===== src/inc/sarcc_pkg.sv =====
// Behaviour
// - A low level on power_down_reset_n puts the device into reset, and after a while into power-down.
// - With byte select low the twelve-bit result goes out unchanged; with it high, result bits 3..0 move up to bus bits 11..8.
// - A rising edge of convert_start_n starts sampling when chip select is low and busy is low.
// - A falling edge of chip select starts sampling when convert_start_n is high and busy is low.
// - The internal end of conversion starts sampling, before busy falls, when chip select is low and convert_start_n was already high.
//   The code enters sampling on the same edge that busy falls.
// - A falling edge of convert_start_n with chip select low ends sampling and starts a conversion.
// - A falling edge of chip select with convert_start_n already low ends sampling and starts a conversion.
// - The held input value is the one present on the edge that starts the conversion.
// - Busy rises right after the edge that starts a conversion.
// - Busy stays high for the whole conversion and falls once it has completed.
// - The bus is driven only while chip select and read are both low; otherwise it floats, and the host must assert both to read.
// - With byte select high, bus bits 7..0 read as zero.
// - During the reset phase after power_down_reset_n falls, the output code is FE0 hex.
package sarcc_pkg;

    localparam int unsigned SARCC_BITS         = 12;
    localparam int unsigned SARCC_CLK_PERIOD_NS = 10;
    // successive approximation needs one cycle per bit
    localparam int unsigned SARCC_CONV_CYCLES  = SARCC_BITS;
    // reset phase length before power-down
    localparam int unsigned SARCC_RST_PHASE_NS = 100;
    localparam int unsigned SARCC_RST_CYCLES   =
        (SARCC_RST_PHASE_NS + SARCC_CLK_PERIOD_NS - 1) / SARCC_CLK_PERIOD_NS;
    localparam logic [11:0] SARCC_RESET_CODE   = 12'hFE0;
    localparam logic [11:0] SARCC_RESULT_RST   = 12'h000;

    typedef enum logic [2:0]
    {
        SARCC_IDLE   = 3'b000,
        SARCC_SAMPLE = 3'b001,
        SARCC_CONV   = 3'b010,
        SARCC_RESET  = 3'b011,
        SARCC_PDOWN  = 3'b100
    } sarcc_state_e;

    // host strobes after synchronisation
    typedef struct packed
    {
        logic cs_n;
        logic rd_n;
        logic convert_start_n_n;
        logic byte_sel;
        logic pwr_n;
    } sarcc_strobe_s;

    // data bus pin pair
    typedef struct packed
    {
        logic [11:0] data;
        logic        oe;
    } sarcc_bus_s;

endpackage : sarcc_pkg


===== src/hdl/sarcc_sar.sv =====
`timescale 1ns/1ps
module sarcc_sar
    import sarcc_pkg::*;
#(
    parameter int unsigned BITS = 12
) (
    input  wire logic            mclk_i,
    input  wire logic            rst_i,
    input  wire logic            ce_i,
    input  wire logic            start_i,
    input  wire logic [BITS-1:0] held_i,
    output logic                 done_o,
    output logic      [BITS-1:0] result_o
);
    // ----------------------------------------
    // binary search over the held sample
    // ----------------------------------------
    logic [BITS-1:0] trial;
    logic [BITS-1:0] mask;
    logic [BITS-1:0] next_trial;
    logic [BITS-1:0] next_mask;
    logic            next_done;
    logic [BITS-1:0] next_result;
    logic [BITS-1:0] cand;

    initial
    begin
        if (BITS < 2)
            $error("sarcc_sar needs at least two bits");
    end

    always_comb
    begin
        cand        = trial | mask;
        next_trial  = trial;
        next_mask   = mask;
        next_done   = 1'b0;
        next_result = result_o;
        if (ce_i)
        begin
            if (start_i)
            begin
                next_trial = '0;
                next_mask  = {1'b1, {(BITS-1){1'b0}}};
            end
            else if (mask != '0)
            begin
                if (cand <= held_i)
                    next_trial = cand;
                next_mask = mask >> 1;
                if (mask[0])
                begin
                    next_done   = 1'b1;
                    next_result = (cand <= held_i) ? cand : trial;
                end
            end
        end
    end

    always_ff @(posedge mclk_i or posedge rst_i)
    begin
        if (rst_i)
        begin
            trial    <= '0;
            mask     <= '0;
            done_o   <= 1'b0;
            result_o <= '0;
        end
        else
        begin
            trial    <= next_trial;
            mask     <= next_mask;
            done_o   <= next_done;
            result_o <= next_result;
        end
    end
endmodule : sarcc_sar


===== src/hdl/sarcc_sync.sv =====
`timescale 1ns/1ps
module sarcc_sync #(
    parameter int unsigned WIDTH = 5
) (
    input  wire logic             mclk_i,
    input  wire logic             rst_i,
    input  wire logic             ce_i,
    input  wire logic [WIDTH-1:0] async_i,
    input  wire logic [WIDTH-1:0] rst_val_i,
    output logic      [WIDTH-1:0] sync_o
);
    logic [WIDTH-1:0] meta;
    logic [WIDTH-1:0] next_meta;
    logic [WIDTH-1:0] next_sync;

    initial
    begin
        if (WIDTH < 1)
            $error("sarcc_sync width must be positive");
    end

    always_comb
    begin
        next_meta = ce_i ? async_i : meta;
        next_sync = ce_i ? meta : sync_o;
    end

    // asynchronous reset takes all-ones; strobes are idle high
    always_ff @(posedge mclk_i or posedge rst_i)
    begin
        if (rst_i)
        begin
            meta   <= '1;
            sync_o <= '1;
        end
        else
        begin
            meta   <= next_meta;
            sync_o <= next_sync;
        end
    end
endmodule : sarcc_sync


===== src/hdl/sarcc_top.sv =====
`timescale 1ns/1ps
module sarcc_top
    import sarcc_pkg::*;
#(
    parameter int unsigned RST_CYCLES = SARCC_RST_CYCLES
) (
    input  wire logic                  mclk_i,
    input  wire logic                  rst_i,
    input  wire logic                  ce_i,
    input  wire logic                  cs_n_i,
    input  wire logic                  rd_n_i,
    input  wire logic                  convert_start_n_i,
    input  wire logic                  byte_sel_i,
    input  wire logic                  power_down_reset_n_i,
    input  wire logic [SARCC_BITS-1:0] analog_code_i,
    output logic                       busy_o,
    output logic                       sampling_o,
    output logic                       power_down_o,
    output sarcc_pkg::sarcc_bus_s      bus_o
);
    import sarcc_pkg::*;

    // ----------------------------------------
    // pin synchronisers
    // ----------------------------------------
    sarcc_strobe_s pins;
    sarcc_strobe_s pin_s;
    sarcc_strobe_s prev;
    sarcc_strobe_s next_prev;
    logic [SARCC_BITS-1:0] code_meta;
    logic [SARCC_BITS-1:0] code_s;

    assign pins = '{cs_n: cs_n_i, rd_n: rd_n_i, convert_start_n_n: convert_start_n_i,
                    byte_sel: byte_sel_i, pwr_n: power_down_reset_n_i};

    sarcc_sync #(
        .WIDTH ($bits(sarcc_strobe_s))
    ) u_sync (
        .mclk_i    (mclk_i),
        .rst_i     (rst_i),
        .ce_i      (ce_i),
        .async_i   (pins),
        .rst_val_i ('1),
        .sync_o    (pin_s)
    );

    // analog stand-in code, also two-stage
    always_ff @(posedge mclk_i or posedge rst_i)
    begin
        if (rst_i)
        begin
            code_meta <= '0;
            code_s    <= '0;
            prev      <= '1;
        end
        else if (ce_i)
        begin
            code_meta <= analog_code_i;
            code_s    <= code_meta;
            prev      <= next_prev;
        end
    end

    assign next_prev = pin_s;

    logic cs_fall;
    logic cv_rise;
    logic cv_fall;
    assign cs_fall = prev.cs_n & ~pin_s.cs_n;
    assign cv_rise = ~prev.convert_start_n_n & pin_s.convert_start_n_n;
    assign cv_fall = prev.convert_start_n_n & ~pin_s.convert_start_n_n;

    // ----------------------------------------
    // sampling and conversion control
    // ----------------------------------------
    localparam int unsigned RCW = $clog2(RST_CYCLES + 1);

    initial
    begin
        if (RST_CYCLES < 1)
            $error("sarcc_top reset phase must be at least one cycle");
    end

    sarcc_state_e          state;
    sarcc_state_e          next_state;
    logic [RCW-1:0]        rst_cnt;
    logic [RCW-1:0]        next_rst_cnt;
    logic [SARCC_BITS-1:0] held;
    logic [SARCC_BITS-1:0] next_held;
    logic                  next_busy;
    logic                  conv_go;
    logic                  sar_done;
    logic [SARCC_BITS-1:0] sar_result;
    logic                  in_reset;
    logic                  next_in_reset;

    always_comb
    begin
        next_state    = state;
        next_rst_cnt  = rst_cnt;
        next_held     = held;
        next_busy     = busy_o;
        next_in_reset = in_reset;
        conv_go       = 1'b0;
        if (!pin_s.pwr_n)
        begin
            if (state != SARCC_RESET && state != SARCC_PDOWN)
            begin
                next_state    = SARCC_RESET;
                next_rst_cnt  = RCW'(RST_CYCLES);
                next_in_reset = 1'b1;
            end
            else if (state == SARCC_RESET)
            begin
                if (rst_cnt <= RCW'(1))
                    next_state = SARCC_PDOWN;
                next_rst_cnt = rst_cnt - RCW'(1);
            end
            next_busy = 1'b0;
        end
        else
        begin
            unique case (state)
                SARCC_RESET, SARCC_PDOWN:
                begin
                    next_state = SARCC_IDLE;
                end
                SARCC_IDLE:
                begin
                    if (cv_rise && !pin_s.cs_n && !busy_o)
                        next_state = SARCC_SAMPLE;
                    else if (cs_fall && pin_s.convert_start_n_n && !busy_o)
                        next_state = SARCC_SAMPLE;
                end
                SARCC_SAMPLE:
                begin
                    if ((cv_fall && !pin_s.cs_n) || (cs_fall && !pin_s.convert_start_n_n))
                    begin
                        conv_go    = 1'b1;
                        next_held  = code_s;
                        next_busy  = 1'b1;
                        next_state = SARCC_CONV;
                    end
                end
                SARCC_CONV:
                begin
                    if (sar_done)
                    begin
                        next_busy     = 1'b0;
                        next_in_reset = 1'b0;
                        if (!pin_s.cs_n && pin_s.convert_start_n_n && prev.convert_start_n_n)
                            next_state = SARCC_SAMPLE;
                        else
                            next_state = SARCC_IDLE;
                    end
                end
                default:
                begin
                    next_state = SARCC_IDLE;
                end
            endcase
        end
    end

    always_ff @(posedge mclk_i or posedge rst_i)
    begin
        if (rst_i)
        begin
            state    <= SARCC_IDLE;
            rst_cnt  <= '0;
            held     <= '0;
            busy_o   <= 1'b0;
            in_reset <= 1'b0;
        end
        else if (ce_i)
        begin
            state    <= next_state;
            rst_cnt  <= next_rst_cnt;
            held     <= next_held;
            busy_o   <= next_busy;
            in_reset <= next_in_reset;
        end
    end

    sarcc_sar #(
        .BITS (SARCC_BITS)
    ) u_sar (
        .mclk_i   (mclk_i),
        .rst_i    (rst_i),
        .ce_i     (ce_i),
        .start_i  (conv_go),
        .held_i   (next_held),
        .done_o   (sar_done),
        .result_o (sar_result)
    );

    // ----------------------------------------
    // output bus
    // ----------------------------------------
    // byte fold packs the low nibble at the top, rest zero
    function automatic logic [11:0] sarcc_fold(input logic [11:0] d, input logic bsel);
        sarcc_fold = bsel ? {d[3:0], 8'h00} : d;
    endfunction : sarcc_fold

    logic                  next_sampling;
    logic                  next_pdown;
    sarcc_bus_s            next_bus;
    logic [SARCC_BITS-1:0] word;

    always_comb
    begin
        // reset phase reports the fixed code until a fresh conversion ends
        word          = in_reset ? SARCC_RESET_CODE : sar_result;
        next_bus.data = sarcc_fold(word, pin_s.byte_sel);
        next_bus.oe   = !pin_s.cs_n && !pin_s.rd_n;
        next_sampling = (next_state == SARCC_SAMPLE);
        next_pdown    = (next_state == SARCC_PDOWN);
    end

    always_ff @(posedge mclk_i or posedge rst_i)
    begin
        if (rst_i)
        begin
            bus_o        <= '{data: SARCC_RESULT_RST, oe: 1'b0};
            sampling_o   <= 1'b0;
            power_down_o <= 1'b0;
        end
        else if (ce_i)
        begin
            bus_o        <= next_bus;
            sampling_o   <= next_sampling;
            power_down_o <= next_pdown;
        end
    end

    // ----------------------------------------
    // assertions
    // ----------------------------------------
    a_busy_on_start: assert property (@(posedge mclk_i) disable iff (rst_i)
        (ce_i && state == SARCC_SAMPLE && next_state == SARCC_CONV) |=> busy_o)
        else $error("busy did not rise at conversion start");

    a_busy_whole_conv: assert property (@(posedge mclk_i) disable iff (rst_i)
        (state == SARCC_CONV && !sar_done && pin_s.pwr_n) |-> busy_o)
        else $error("busy low during conversion");

    a_busy_falls_done: assert property (@(posedge mclk_i) disable iff (rst_i)
        (ce_i && state == SARCC_CONV && sar_done && pin_s.pwr_n) |=> !busy_o)
        else $error("busy stayed high after completion");

    a_sample_cv_rise: assert property (@(posedge mclk_i) disable iff (rst_i)
        (ce_i && pin_s.pwr_n && state == SARCC_IDLE && cv_rise && !pin_s.cs_n && !busy_o)
        |=> state == SARCC_SAMPLE)
        else $error("convert-start rise did not start sampling");

    a_sample_cs_fall: assert property (@(posedge mclk_i) disable iff (rst_i)
        (ce_i && pin_s.pwr_n && state == SARCC_IDLE && cs_fall && pin_s.convert_start_n_n && !busy_o)
        |=> state == SARCC_SAMPLE)
        else $error("chip-select fall did not start sampling");

    a_conv_on_cv: assert property (@(posedge mclk_i) disable iff (rst_i)
        (ce_i && pin_s.pwr_n && state == SARCC_SAMPLE && cv_fall && !pin_s.cs_n)
        |=> state == SARCC_CONV && held == $past(code_s))
        else $error("convert-start fall did not start conversion");

    a_conv_on_cs: assert property (@(posedge mclk_i) disable iff (rst_i)
        (ce_i && pin_s.pwr_n && state == SARCC_SAMPLE && cs_fall && !pin_s.convert_start_n_n)
        |=> state == SARCC_CONV)
        else $error("chip-select fall did not start conversion");

    a_conv_len: assert property (@(posedge mclk_i) disable iff (rst_i)
        (ce_i && conv_go) ##1 ce_i[*8] |-> busy_o)
        else $error("conversion ended too early");

    a_bus_gate: assert property (@(posedge mclk_i) disable iff (rst_i)
        ce_i |=> bus_o.oe == ($past(!pin_s.cs_n && !pin_s.rd_n)))
        else $error("bus enable not gated by chip select and read");

    a_fold_zero: assert property (@(posedge mclk_i) disable iff (rst_i)
        (ce_i && pin_s.byte_sel) |=> bus_o.data[7:0] == 8'h00)
        else $error("folded low byte not zero");

    a_reset_code: assert property (@(posedge mclk_i) disable iff (rst_i)
        (ce_i && in_reset && !pin_s.byte_sel) |=> bus_o.data == SARCC_RESET_CODE)
        else $error("reset code not shown");

    a_pdown_entry: assert property (@(posedge mclk_i) disable iff (rst_i)
        (state == SARCC_PDOWN) |-> $past(state) inside {SARCC_RESET, SARCC_PDOWN})
        else $error("power-down entered without reset phase");
endmodule : sarcc_top


===== config.mk =====
export PLATFORM = sky130hd
export DESIGN_NAME = sarcc_top
export DESIGN_NICKNAME = d
export VERILOG_FILES = /design/src/inc/sarcc_pkg.sv /design/src/hdl/sarcc_sar.sv /design/src/hdl/sarcc_sync.sv /design/src/hdl/sarcc_top.sv
export SDC_FILE = /design/constraint.sdc
export NUM_CORES = 1
export LEC_CHECK = 0
export BUFFER_PORTS_ARGS = -buffer_cell sky130_fd_sc_hd__clkbuf_2
export CORE_AREA = 5 5 104 106
export CTS_BUF_LIST = sky130_fd_sc_hd__clkbuf_8 sky130_fd_sc_hd__clkbuf_16
export DETAILED_ROUTE_END_ITERATION = 10
export DIE_AREA = 0 0 109 111
export HOLD_SLACK_MARGIN = 0.03
export PLACE_DENSITY = 0.85
export SETUP_SLACK_MARGIN = 0.05
export SYNTH_ARGS = -nofsm -noshare
export SYNTH_HDL_FRONTEND = slang
export SYNTH_SLANG_ARGS = --single-unit

===== constraint.sdc =====
create_clock -name mclk_i -period 4.2 [get_ports mclk_i]
set_input_delay 1.26 -clock mclk_i [delete_from_list [all_inputs] [get_ports mclk_i]]
set_output_delay 1.26 -clock mclk_i [all_outputs]
set_load 0.02 [all_outputs]

# Yosys cells after proc, flatten, opt, wreduce, memory -nomap -nowiden
# Cells that the tools add are included.
op_classes:
  n_addsub: 1
  magnitude_cmp: 2
  eq_ne: 12
  n_mux: 36
  bitwise: 9
  reduce_logical: 25
ops:
  columns: ["operator", "count"]
  rows:
  - ["two-way mux 12 bit", 10]
  - ["two-way mux 3 bit", 8]
  - ["two-way mux 1 bit", 14]
  - ["less-or-equal comparator 12 bit", 1]
  - ["bitwise OR 12 bit", 1]
  - ["AND reduction 4 bit", 3]
  - ["nonzero test 12 bit", 1]
  - ["logical AND 1 bit", 10]
  - ["!= test 3 bit (second input constant)", 3]
  - ["case mux 3 bit (3 select lines)", 1]
  - ["two-way mux 4 bit", 2]
  - ["== test 3 x 1 -> 1 bit (second input constant)", 2]
  - ["== test 3 x 2 -> 1 bit (second input constant)", 2]
  - ["!= test 3 x 2 -> 1 bit (second input constant)", 2]
  - ["nonzero test 2 bit", 3]
  - ["inverter 1 bit", 5]
  - ["less-or-equal comparator 4 x 1 -> 1 bit (second input constant)", 1]
  - ["logical NOT 1 bit", 4]
  - ["subtractor 4 x 1 -> 4 bit (second input constant)", 1]
  - ["bitwise AND 1 bit", 3]
  - ["== test 3 bit (second input constant)", 1]
  - ["logical NOT 3 bit", 1]
  - ["AND reduction 3 bit", 1]
  - ["!= test 2 x 1 -> 1 bit (second input constant)", 1]
  - ["other kinds (4)", 4]
totals:
  ff_bits: 109
  input_bits: 20
  output_inout_bits: 16
  elab_cells: 104

# Depth between registers and ports, before layout
# Gate-level depths: netlist of run 1.
logic_depth:
  word_depth: 11
  depth_mapped: 12
  mapped_depth_nobuf: 9

# Modules after synthesis
# A second synthesis of run 1 with hierarchy kept.
hier_totals:
  hier_cells: 449
  area_unflattened_um2: 5213.8
modules_own_cells:
  columns: ["module", "n_inst", "cells_each", "area_per_inst_um2", "seq_area_each_um2"]
  rows:
  - ["sarcc_top", 1, 231, 2821.5, 1554.0]
  - ["sarcc_sar", 1, 196, 1964.4, 925.9]
  - ["sarcc_sync", 1, 22, 427.9, 262.8]

# Worst setup path before layout of run 1
# Ideal clock, no wire load.
synth_timing:
  path_kind: "register to register"
  from: "reg u_sync.sync_o[0]"
  to: "reg u_sar.result_o[11]"
  setup_time_ns: 0.082
  arrival_ns: 2.836
  required_time_ns: 4.118
  path_slack_ns: 1.282
  stages_incl_launch_ff: 13
  n_path_buf: 3
  synth_period_minus_slack_ns: 2.918
  cell_sequence: "dfstp_2 -> buf_2 -> nand4bb_1 -> nor4_1 -> buf_2 -> mux2i_1 -> ha_1 -> a21oi_1 -> nor2_1 -> a211oi_1 -> nand3_1 -> clkbuf_1 -> a31oi_1"
synth_between:
  elab_chain_cells: 3
  word_cells_on_any_way: 6
  cone_classes: "order compare: 1; mux: 3; bitwise: 1; reduce/logical: 1"
synth_lines:
  columns: ["item", "line", "text"]
  rows:
  - ["start, declared", "sarcc_sync.sv:10", "output logic [WIDTH-1:0] sync_o"]
  - ["start signal, assigned", "sarcc_sync.sv:39", "sync_o <= next_sync;"]
  - ["two-way mux 12 bit or two-way mux 1 bit (tied branches)", "sarcc_top.sv:105", "if (!pin_s.pwr_n)"]
  - ["less-or-equal comparator 12 bit or inverter 1 bit (tied branches)", null, null]
  - ["two-way mux 12 bit or AND reduction 4 bit (tied branches)", null, null]
  - ["end signal, assigned", "sarcc_sar.sv:74", "result_o <= next_result;"]
  - ["end, declared", "sarcc_sar.sv:13", "output logic [BITS-1:0] result_o"]
# Several ways; a longest one is shown, not always the timed one.
# A chain may end at the register's enable or synchronous reset.

# Final worst setup path of run 1
layout_timing:
  from: "reg u_sync.sync_o[0]"
  to: "reg u_sar.result_o[7]"
# The elaborated chain is that of the path after synthesis.

==> results of run 1 <==
-- state kept, by name, summed over array words and instances, names as in the netlist, 5 cells and up --
name and count:
bus_o 13, code_meta 12, code_s 12, held 12, u_sar.mask 12, u_sar.result_o 12, u_sar.trial 12, u_sync.meta 5
u_sync.sync_o 5
-- cell families (layout without fill, tap and decap cells) --
group,Yosys count,in the layout,synth area share
muxes,57,57,0.120
buffers and inverters,63,93,0.0500
adders and majority gates,14,14,0.0342
DFF,109,109,0.535
AOI/OAI and AO/OA,114,114,0.140
and+or+nand+nor,127,127,0.118
xor gates and xnor gates,1,1,0.00171
-- metrics by stage --
stage	instance area (µm²)	hold WS [ns]	utilization	instances	power (W)
2_1_floorplan	5120	0.471	-	485	0.00238
3_3_place_gp	5420	0.472	0.560	632	0.00263
3_5_place_dp	5420	0.483	0.560	632	0.00271
4_1_cts	5640	0.512	0.583	648	0.00340
5_1_grt	5640	0.526	0.583	648	0.00360
6_report	5640	0.506	0.583	648	0.00340
-- how the worst max path moves through the flow --
stage | start | endpoint | cells after the start | slack, ns
after floorplan | rst_i | bus_o[0]$_DFFE_PP0P_ | 1 | 0.09
after global placement | u_sync.sync_o[0]$_DFFE_PP1P_ | u_sar.result_o[0]$_DFFE_PP0P_ | 9 | 1.03
after detailed placement | u_sync.sync_o[0]$_DFFE_PP1P_ | u_sar.result_o[1]$_DFFE_PP0P_ | 9 | 0.84
after CTS | u_sync.sync_o[0]$_DFFE_PP1P_ | u_sar.result_o[7]$_DFFE_PP0P_ | 9 | 0.78
after global routing | u_sync.sync_o[0]$_DFFE_PP1P_ | u_sar.result_o[7]$_DFFE_PP0P_ | 9 | 0.53
final | u_sync.sync_o[0]$_DFFE_PP1P_ | u_sar.result_o[7]$_DFFE_PP0P_ | 9 | 0.71
-- routing by layer --
metal	vias to the layer above	global-route usage	share of wire
li1	1778	-	-
met1	1881	0.246	0.43
met2	121	0.302	0.50
met3	22	0.0303	0.050
met4	0	0.0867	0.023
met5	-	0	0
-- cells in the final DEF, fill, tap and decap left out, types with 11 or more instances in the layout --
cell type	count
a21oi_1	25
mux2_2	37
o21ai_0	34
nand2_1	41
or2_2	11
inv_1	32
a31oi_1	12
dfstp_2	12
clkbuf_8	11
a32oi_1	13
dfrtp_1	97
nor2_1	28
nand3_1	19
ha_1	14
clkbuf_2	34
mux2i_1	20
-- worst max-delay path, cell delays in order, from the launching register on --
cell       delay (ns)
dfstp_2          0.63
nand4bb_1        0.20
or4_1            0.67
mux2i_1          0.31
ha_1             0.30
nand4_1          0.11
nor3_1           0.07
buf_4            0.18
nor2_1           0.62
a31oi_1          0.22
-- power breakdown --
| group | leakage [nW] | switching, W | internal, W |
|---|---|---|---|
| clock network | 0.112 | 0.000369 | 0.000316 |
| registers | 1.31 | 0.000244 | 0.00132 |
| logic | 1.09 | 0.000700 | 0.000448 |
| total | 2.51 | 0.00131 | 0.00208 |
-- final cells by class --
class                      instances  area [µm²]
multi-input combinational        313        2140
timing repair buffer              43         248
clock buffer                      11         151
clock inverter                     5        67.6
sequential                       109        2740
tap                              133         166
fill                             779        4040
inverter                          34         130
==> impl_metrics.py, run 1 <==
metrics = {
    "setup_path": {
        "end_kind": "flop",
        "path_class": "flop to flop",
        "worstPathMaxFanout": 13,
        "reg2reg_depth": 9,
        "cp-start-kind": "flop",
        "r2r_start": "u_sync.sync_o[0]$_DFFE_PP1P_",
        "r2r_setup_slack_ns": 0.71,
        "critical_path_required_ns": 4.42,
        "r2r-end": "u_sar.result_o[7]$_DFFE_PP0P_",
        "crit_arrival_ns": 3.71,
    },
    "sta": {
        "clock_skew_ns": 0.0136,
        "drv_slew": 0,
        "setup_violations": 0,
        "slew_headroom": 0.439,
        "finalHoldViolCount": 0,
        "period_share": 0.830,
        "fin_ws_ns": 0.715,
        "fin_crit_ns": 3.49,
        "worst_pin_slew_ns": 0.842,
        "fin_setup_tns_ns": 0,
        "rsz0062_at_grt": "false",
        "max_freq_mhz": 287,
    },
    "power_and_ir_drop": {
        "leakage_nw": 2.51,
        "powerDensity_nw_per_um2": 602,
        "peakVddDrop_v": 0.000237,
    },
    "yosys": {
        "avgSynthCellArea_um2": 10.6,
        "synth_edf_count": 0,
        "seq_area_frac_synth": 0.535,
        "netlist_area_um2": 5120,
        "synth_top_area_cell": "dfrtp_1",
        "ys_top_cells_by_area": "dfrtp_1 (47%), mux2_2 (8.1%), dfstp_2 (6.2%)",
        "synth_ff_type": "dfrtp_1",
        "syn_nets": 519,
        "synthCells": 485,
        "synth_common_cells": "dfrtp_1 (97), nand2_1 (41), mux2_2 (37)",
        "ys_seq_elements": 109,
        "yosysUniqueCellTypes": 46,
        "synth_warnings": 0,
        "yosysTopAreaCellShare": 0.474,
        "synth-async-reset-ratio": 1.00,
        "synth_most_common_cell": "dfrtp_1",
    },
    "clock_tree": {
        "cts_max_level": 3,
        "clkLatencyLatePin_ns": 0.39,
        "cts_tree": "done",
        "cts.sinks": 109,
        "ctsLongestPathBuffers": 2,
        "clk_pin_slew_worst_paths_ns": 0.11,
        "numCtsBuffers": 9,
        "ctsResizeCount": 0,
        "cts_setup_buffers": 0,
        "cts_root_buf": "clkbuf_8",
        "ctsHoldBuffers": 0,
    },
    "floorplanning": {
        "die_x_um": 109,
        "start_util": 0.529,
        "coreArea_um2": 9680,
        "die_area_um2": 12100,
        "num_io_pins": 36,
        "num_rows": 36,
        "die_h_um": 111,
    },
    "hold_path": {
        "holdPathStages": 2,
        "hold_path.class": "flop to flop",
        "worstHoldEndpoint": "bus_o[0]$_DFFE_PP0P_",
        "min_from": "bus_o[0]$_DFFE_PP0P_",
    },
    "routing": {
        "wl_per_cell_um": 16.7,
        "vias": 3802,
        "antenna_left": 0,
        "dr.pass1.iters": 5,
        "vias_per_cell": 5.87,
        "drc": 0,
        "finalWirelength_um": 10800,
        "drtIter0Drc": 407,
    },
    "place": {
        "pre_cts_slack_ns": 0.841,
        "place_congestion": 0.907,
        "io_buffers": 35,
        "hpwlAfterDp_um": 7580,
    },
    "finish": {
        "syn_to_final_growth_pct": 10.1,
        "final_nets": 544,
        "n_antenna_cell": 0,
        "layout-drive-gt1-share": 0.241,
    },
    "outcome": {
        "status": "finished clean",
    },
    "grt": {
        "grt_pass1_vias": 3765,
        "grt_max_degree": 71,
        "grt_overflow": 0,
        "grt_usage": 0.187,
        "grt_first_pass_wirelength_um": 18200,
        "antenna_found_initial": 0,
    },
    "job": {
        "maxCapViolCount": 0,
    },
}
No activity file was read; power rests on OpenSTA's default activity.
==> run 2: changes to the inputs <==
--- a/config.mk
+++ b/config.mk
@@ -6,12 +6,12 @@
 export NUM_CORES = 1
 export LEC_CHECK = 0
 export BUFFER_PORTS_ARGS = -buffer_cell sky130_fd_sc_hd__clkbuf_2
-export CORE_AREA = 5 5 104 106
+export CORE_AREA = 5 5 99 101
 export CTS_BUF_LIST = sky130_fd_sc_hd__clkbuf_8 sky130_fd_sc_hd__clkbuf_16
 export DETAILED_ROUTE_END_ITERATION = 10
-export DIE_AREA = 0 0 109 111
+export DIE_AREA = 0 0 104 106
 export HOLD_SLACK_MARGIN = 0.03
-export PLACE_DENSITY = 0.85
+export PLACE_DENSITY = 0.89
 export SETUP_SLACK_MARGIN = 0.05
 export SYNTH_ARGS = -nofsm -noshare
 export SYNTH_HDL_FRONTEND = slang
==> constraint.sdc (replaced) <==
create_clock -name mclk_i -period 3.39 [get_ports mclk_i]
set_input_delay 1.017 -clock mclk_i [delete_from_list [all_inputs] [get_ports mclk_i]]
set_output_delay 1.017 -clock mclk_i [all_outputs]
set_load 0.02 [all_outputs]
==> run 2 against run 1 <==
- hold slack better by 0.0022 ns
- critical path depth down 1
- utilization up 4.8 points
- first-iteration DRC count down 13%
- fmax up 12%
- sequential power up 24%
- clock power up 24%
- critical path type unchanged
- critical endpoint is now u_sar.result_o[8]$_DFFE_PP0P_
- highest routed layer unchanged
==> impl_metrics.py, run 2 (synthesis gave the netlist of run 1 again) <==
metrics = {
    "clock_tree": {
        "clkLatencyLatePin_ns": 0.37,
        "cts_setup_buffers": 0,
        "ctsLongestPathBuffers": 2,
        "cts_tree": "done",
        "cts_max_level": 3,
        "cts_root_buf": "clkbuf_8",
        "clk_pin_slew_worst_paths_ns": 0.09,
        "numCtsBuffers": 9,
        "cts.sinks": 109,
    },
    "sta": {
        "slew_headroom": 0.470,
        "rsz0062_at_grt": "false",
        "max_freq_mhz": 320,
        "period_share": 0.921,
        "drv_slew": 0,
        "finalHoldViolCount": 0,
        "fin_setup_tns_ns": 0,
        "worst_pin_slew_ns": 0.793,
        "setup_violations": 0,
        "fin_crit_ns": 3.12,
        "clock_skew_ns": 0.00990,
    },
    "floorplanning": {
        "die_area_um2": 11000,
        "num_rows": 35,
        "start_util": 0.574,
        "coreArea_um2": 8930,
        "num_io_pins": 36,
        "die_h_um": 106,
        "die_x_um": 104,
    },
    "finish": {
        "layout-drive-gt1-share": 0.244,
        "n_antenna_cell": 0,
        "final_cell_mix": "dfrtp_1 (97), nand2_1 (41), mux2_2 (37)",
        "final_nets": 545,
        "syn_to_final_growth_pct": 9.99,
        "top_register": "bus_o",
        "n_fill_cell": 674,
        "largest_reg_flops": 13,
        "final_cell_area_um2": 5640,
        "layout_commonest_cell": "dfrtp_1",
    },
    "place": {
        "hpwlAfterDp_um": 7550,
        "place_congestion": 0.917,
        "io_buffers": 35,
        "placed_cell_area_um2": 5410,
    },
    "outcome": {
        "status": "finished clean",
    },
    "hold_path": {
        "min_from": "code_meta[1]$_DFFE_PP0P_",
        "hold_path.class": "flop to flop",
        "worstHoldEndpoint": "code_meta[1]$_DFFE_PP0P_",
        "holdPathStages": 1,
    },
    "setup_path": {
        "r2r_start": "u_sync.sync_o[0]$_DFFE_PP1P_",
        "worstPathMaxFanout": 12,
        "end_kind": "flop",
        "crit_arrival_ns": 3.33,
        "r2r-end": "u_sar.result_o[8]$_DFFE_PP0P_",
        "cp-start-kind": "flop",
        "r2r_setup_slack_ns": 0.27,
        "critical_path_required_ns": 3.60,
        "reg2reg_depth": 8,
        "path_class": "flop to flop",
    },
    "grt": {
        "grt_max_degree": 84,
        "antenna_found_initial": 0,
        "grt_usage": 0.201,
        "grt_pass1_vias": 3729,
        "grt_overflow": 0,
        "grt_first_pass_wirelength_um": 18200,
    },
    "power_and_ir_drop": {
        "peakVddDrop_v": 0.000262,
        "powerDensity_nw_per_um2": 748,
        "leakage_nw": 2.52,
    },
    "routing": {
        "vias": 3780,
        "wl_per_cell_um": 17.0,
        "vias_per_cell": 6.03,
        "dr.pass1.iters": 5,
        "antenna_left": 0,
        "drc": 0,
        "drtIter0Drc": 353,
        "finalWirelength_um": 10700,
    },
    "job": {
        "maxCapViolCount": 0,
    },
}
[run 2: cell types whose count changed in the layout (fill, tap and decap cells not counted), sizes merged]
cell and change:
clkinv -2, clkinvlp +2, buf +1, bufinv +1, clkbuf -1
[run 2: cell type report]
cell class,count,area (µm²),share of cell area
tap,111,139,0.0246
multi-input combinational,313,2150,0.382
timing repair buffer,44,255,0.0453
sequential,109,2740,0.487
clock inverter,6,80.1,0.0142
inverter,34,131,0.0233
clock buffer,10,138,0.0244
[run 2: what timing repair did]
action,in CTS,in global routing
setup endpoints to repair,0,12
hold buffers,0,0
resized for setup,0,3
[run 2: worst max path at each step]
stage,endpoint,depth (start not counted),startpoint,slack (ns)
6_report,u_sar.result_o[8]$_DFFE_PP0P_,8,u_sync.sync_o[0]$_DFFE_PP1P_,0.27
5_1_grt,u_sar.result_o[8]$_DFFE_PP0P_,8,state[1]$_DFFE_PP0P_,0.10
4_1_cts,u_sar.result_o[8]$_DFFE_PP0P_,8,u_sync.sync_o[0]$_DFFE_PP1P_,0.18
3_5_place_dp,u_sar.result_o[0]$_DFFE_PP0P_,8,u_sync.sync_o[0]$_DFFE_PP1P_,0.19
3_3_place_gp,u_sar.result_o[0]$_DFFE_PP0P_,9,u_sync.sync_o[0]$_DFFE_PP1P_,0.33
2_1_floorplan,u_sar.result_o[11]$_DFFE_PP0P_,12,u_sync.sync_o[0]$_DFFE_PP1P_,0.47
[run 2: worst max-delay path, stage by stage (launching register included)]
cell and delay, ns:
dfstp_2 0.62, nand4bb_1 0.19, or4_4 0.55, mux2i_1 0.27, ha_1 0.29, nand4_1 0.13, nor3_1 0.09, nor2_1 0.61
a31oi_1 0.20
[run 2: layer usage]
layer | vias up | wire length [µm] | track usage
met5 | - | 0 | 0
met4 | 0 | 201 | 0.0638
met3 | 25 | 638 | 0.0431
met2 | 145 | 5400 | 0.336
met1 | 1840 | 4420 | 0.264
li1 | 1770 | - | -
[run 2: power by group]
group	switching (W)	leakage (nW)	internal, W
clock	0.000421	0.115	0.000430
sequential	0.000299	1.31	0.00164
combinational	0.000866	1.10	0.000564
[run 2: per-stage QoR]
step	cells	util	setup slack [ns]	power (W)	hold WS, ns
after global placement	611	0.605	0.333	0.00325	0.467
after CTS	627	0.629	0.176	0.00421	0.508
after global routing	627	0.631	0.101	0.00449	0.525
final	627	0.631	0.266	0.00422	0.509
after detailed placement	611	0.605	0.187	0.00335	0.486
after floorplan	485	-	0.472	0.00295	0.471
==> run 3: changes to the inputs <==
--- a/config.mk
+++ b/config.mk
@@ -5,6 +5,7 @@
 export SDC_FILE = /design/constraint.sdc
 export NUM_CORES = 1
 export LEC_CHECK = 0
+export ABC_AREA = 1
 export BUFFER_PORTS_ARGS = -buffer_cell sky130_fd_sc_hd__clkbuf_2
 export CORE_AREA = 5 5 99 101
 export CTS_BUF_LIST = sky130_fd_sc_hd__clkbuf_8 sky130_fd_sc_hd__clkbuf_16
==> constraint.sdc (replaced) <==
create_clock -name mclk_i -period 3.46 [get_ports mclk_i]
set_input_delay 1.038 -clock mclk_i [delete_from_list [all_inputs] [get_ports mclk_i]]
set_output_delay 1.038 -clock mclk_i [all_outputs]
set_load 0.02 [all_outputs]
==> run 3 against run 2 <==
- wire length is 0.79% lower
- combinational power rose by 27%
- design area decreased by 1.9%
- clock power shrank 14%
- via count is 9.3% higher
- fmax up 4.4%
- final cell count grew 21%
- count of clock-buffer cells in the layout down 1
- utilization shrank 1.2 points
- largest power group unchanged
==> impl_metrics.py, run 3 <==
metrics = {
    "place": {
        "hpwlAfterDp_um": 7490,
        "io_buffers": 35,
        "pre_cts_slack_ns": 0.545,
        "place_congestion": 0.897,
    },
    "setup_path": {
        "path_class": "flop to flop",
        "cp-start-kind": "flop",
        "crit_arrival_ns": 3.30,
        "critical_path_required_ns": 3.76,
        "end_kind": "flop",
        "worstPathMaxFanout": 27,
    },
    "yosys": {
        "synthCells": 618,
        "synth-async-reset-ratio": 1.00,
        "ys_top_cells_by_area": "dfrtp_1 (47%), nand2_1 (15%), dfstp_2 (6.2%)",
        "syn_nets": 652,
        "avgSynthCellArea_um2": 8.28,
        "synth_common_cells": "nand2_1 (201), dfrtp_1 (97), inv_1 (69)",
        "seq_area_frac_synth": 0.536,
        "synth_edf_count": 0,
        "synth_warnings": 0,
        "synth_most_common_cell": "nand2_1",
        "yosysUniqueCellTypes": 33,
        "yosysTopAreaCellShare": 0.474,
        "ys_seq_elements": 109,
        "netlist_area_um2": 5120,
        "synth_ff_type": "dfrtp_1",
        "synth_top_area_cell": "dfrtp_1",
    },
    "routing": {
        "route.met2.wl_um": 5020,
        "met3_length_um": 626,
        "antenna_left": 0,
        "highest_layer": "met4",
        "finalWirelength_um": 10600,
        "wl_per_cell_um": 13.9,
        "drc": 0,
        "dr.pass1.iters": 5,
        "vias": 4133,
        "met1_length_um": 4580,
        "vias_per_cell": 5.43,
        "drtIter0Drc": 361,
    },
    "floorplanning": {
        "die_area_um2": 11000,
        "die_h_um": 106,
        "num_io_pins": 36,
        "num_rows": 35,
        "start_util": 0.573,
        "die_x_um": 104,
        "coreArea_um2": 8930,
    },
    "grt": {
        "grt_first_pass_wirelength_um": 18500,
        "antenna_found_initial": 0,
        "grt_overflow": 0,
        "grt_usage": 0.205,
        "grt_pass1_vias": 4097,
        "grt_max_degree": 50,
    },
    "sta": {
        "max_freq_mhz": 334,
        "fin_setup_tns_ns": 0,
        "whs_ns": 0.471,
        "clock_skew_ns": 0.0109,
        "setup_violations": 0,
        "finalHoldViolCount": 0,
        "period_share": 0.865,
        "fin_ws_ns": 0.468,
        "slew_headroom": 0.537,
        "drv_slew": 0,
        "rsz0062_at_grt": "false",
        "fin_crit_ns": 2.99,
        "worst_pin_slew_ns": 0.693,
    },
    "finish": {
        "largest_reg_flops": 13,
        "n_antenna_cell": 0,
        "ff_latch_area_um2": 2740,
        "utilization": 0.619,
        "multi_input_area_um2": 1960,
        "n_fill_cell": 749,
        "syn_to_final_growth_pct": 8.02,
        "layout_commonest_cell": "nand2_1",
        "final_nets": 679,
        "layout-drive-gt1-share": 0.131,
        "final_cell_mix": "nand2_1 (201), dfrtp_1 (97), inv_1 (68)",
        "top_register": "bus_o",
    },
    "clock_tree": {
        "ctsHoldBuffers": 0,
        "cts_root_buf": "clkbuf_8",
        "cts_setup_buffers": 0,
        "ctsResizeCount": 0,
        "clkLatencyLatePin_ns": 0.38,
        "cts_max_level": 3,
        "ctsLongestPathBuffers": 2,
        "cts_tree": "done",
        "cts.sinks": 109,
        "numCtsBuffers": 9,
        "clk_pin_slew_worst_paths_ns": 0.10,
    },
    "outcome": {
        "status": "finished clean",
    },
    "job": {
        "maxCapViolCount": 0,
    },
    "power_and_ir_drop": {
        "peakVddDrop_v": 0.000395,
        "powerDensity_nw_per_um2": 795,
        "p_total_w": 0.00440,
        "leakage_nw": 2.88,
    },
    "hold_path": {
        "hold_path.class": "flop to flop",
    },
}
run 3: cell count changes in the layout (fill, tap and decap cells not counted), moves of 13 or more:
cell,delta
nand2_1,+160
mux2_2,-37
inv_1,+34
o21ai_0,+25
mux2i_1,-20
nand3_1,+15
a32oi_1,-13
nor2_1,+13
run 3: layout make-up:
type,count,share of cell area
tap,111,0.0251
clock buffer,9,0.0224
clock inverter,7,0.0106
multi-input combinational,412,0.355
timing repair buffer,40,0.0407
sequential,109,0.496
inverter,73,0.0502
run 3: final timing paths:
path	from	end	slack, ns	cells past startpoint
hold reg to reg	u_sync.meta[3]$_DFFE_PP1P_	u_sync.meta[3]$_DFFE_PP1P_	0.47	2
min in group asynchronous	rst_i	code_meta[4]$_DFFE_PP0P_	0.74	2
setup / recovery	prev[4]$_DFFE_PP1P_	u_sar.trial[1]$_DFFE_PP0P_	0.47	14
hold / removal	u_sync.meta[3]$_DFFE_PP1P_	u_sync.meta[3]$_DFFE_PP1P_	0.47	2
max in group asynchronous	rst_i	u_sar.mask[3]$_DFFE_PP0P_	1.99	3
setup reg to reg	prev[4]$_DFFE_PP1P_	u_sar.trial[1]$_DFFE_PP0P_	0.47	14
run 3: critical path: stages (launching register included):
cell and delay (ns):
dfstp_2 0.56, nor2_1 0.07, nor3_4 0.18, nand3_4 0.32, a21oi_1 0.33, ha_1 0.29, nand2_1 0.09, inv_1 0.04
nand2_1 0.07, inv_1 0.05, nand2_1 0.06, nand3_1 0.37, nand3_1 0.25, nand2_1 0.09, nor2_1 0.14
run 3: logic make-up (layout without fill, tap and decap cells):
family / after synthesis / count (layout) / synth area share
and+or+nand+nor: 286 / 286 / 0.229
buffers and inverters: 97 / 129 / 0.0809
xor gates and xnor gates: 1 / 1 / 0.00171
adders and majority gates: 14 / 14 / 0.0342
DFF: 109 / 109 / 0.536
AOI/OAI and AO/OA: 111 / 111 / 0.118
run 3: layer usage:
layer	vias up	GRT usage
met4	0	0.0962
li1	2014	-
met3	32	0.0480
met2	151	0.331
met1	1936	0.261
met5	-	0
run 3: report_power, final:
part	total [W]	internal (W)	switching, W
registers	0.00186	0.00162	0.000238
logic	0.00181	0.000612	0.00119
clock network	0.000730	0.000273	0.000456
run 3: through the flow:
step,instances,instance area [µm²]
after floorplan,618,5120
after global placement,745,5350
after detailed placement,745,5350
after CTS,761,5530
after global routing,761,5530
final,761,5530
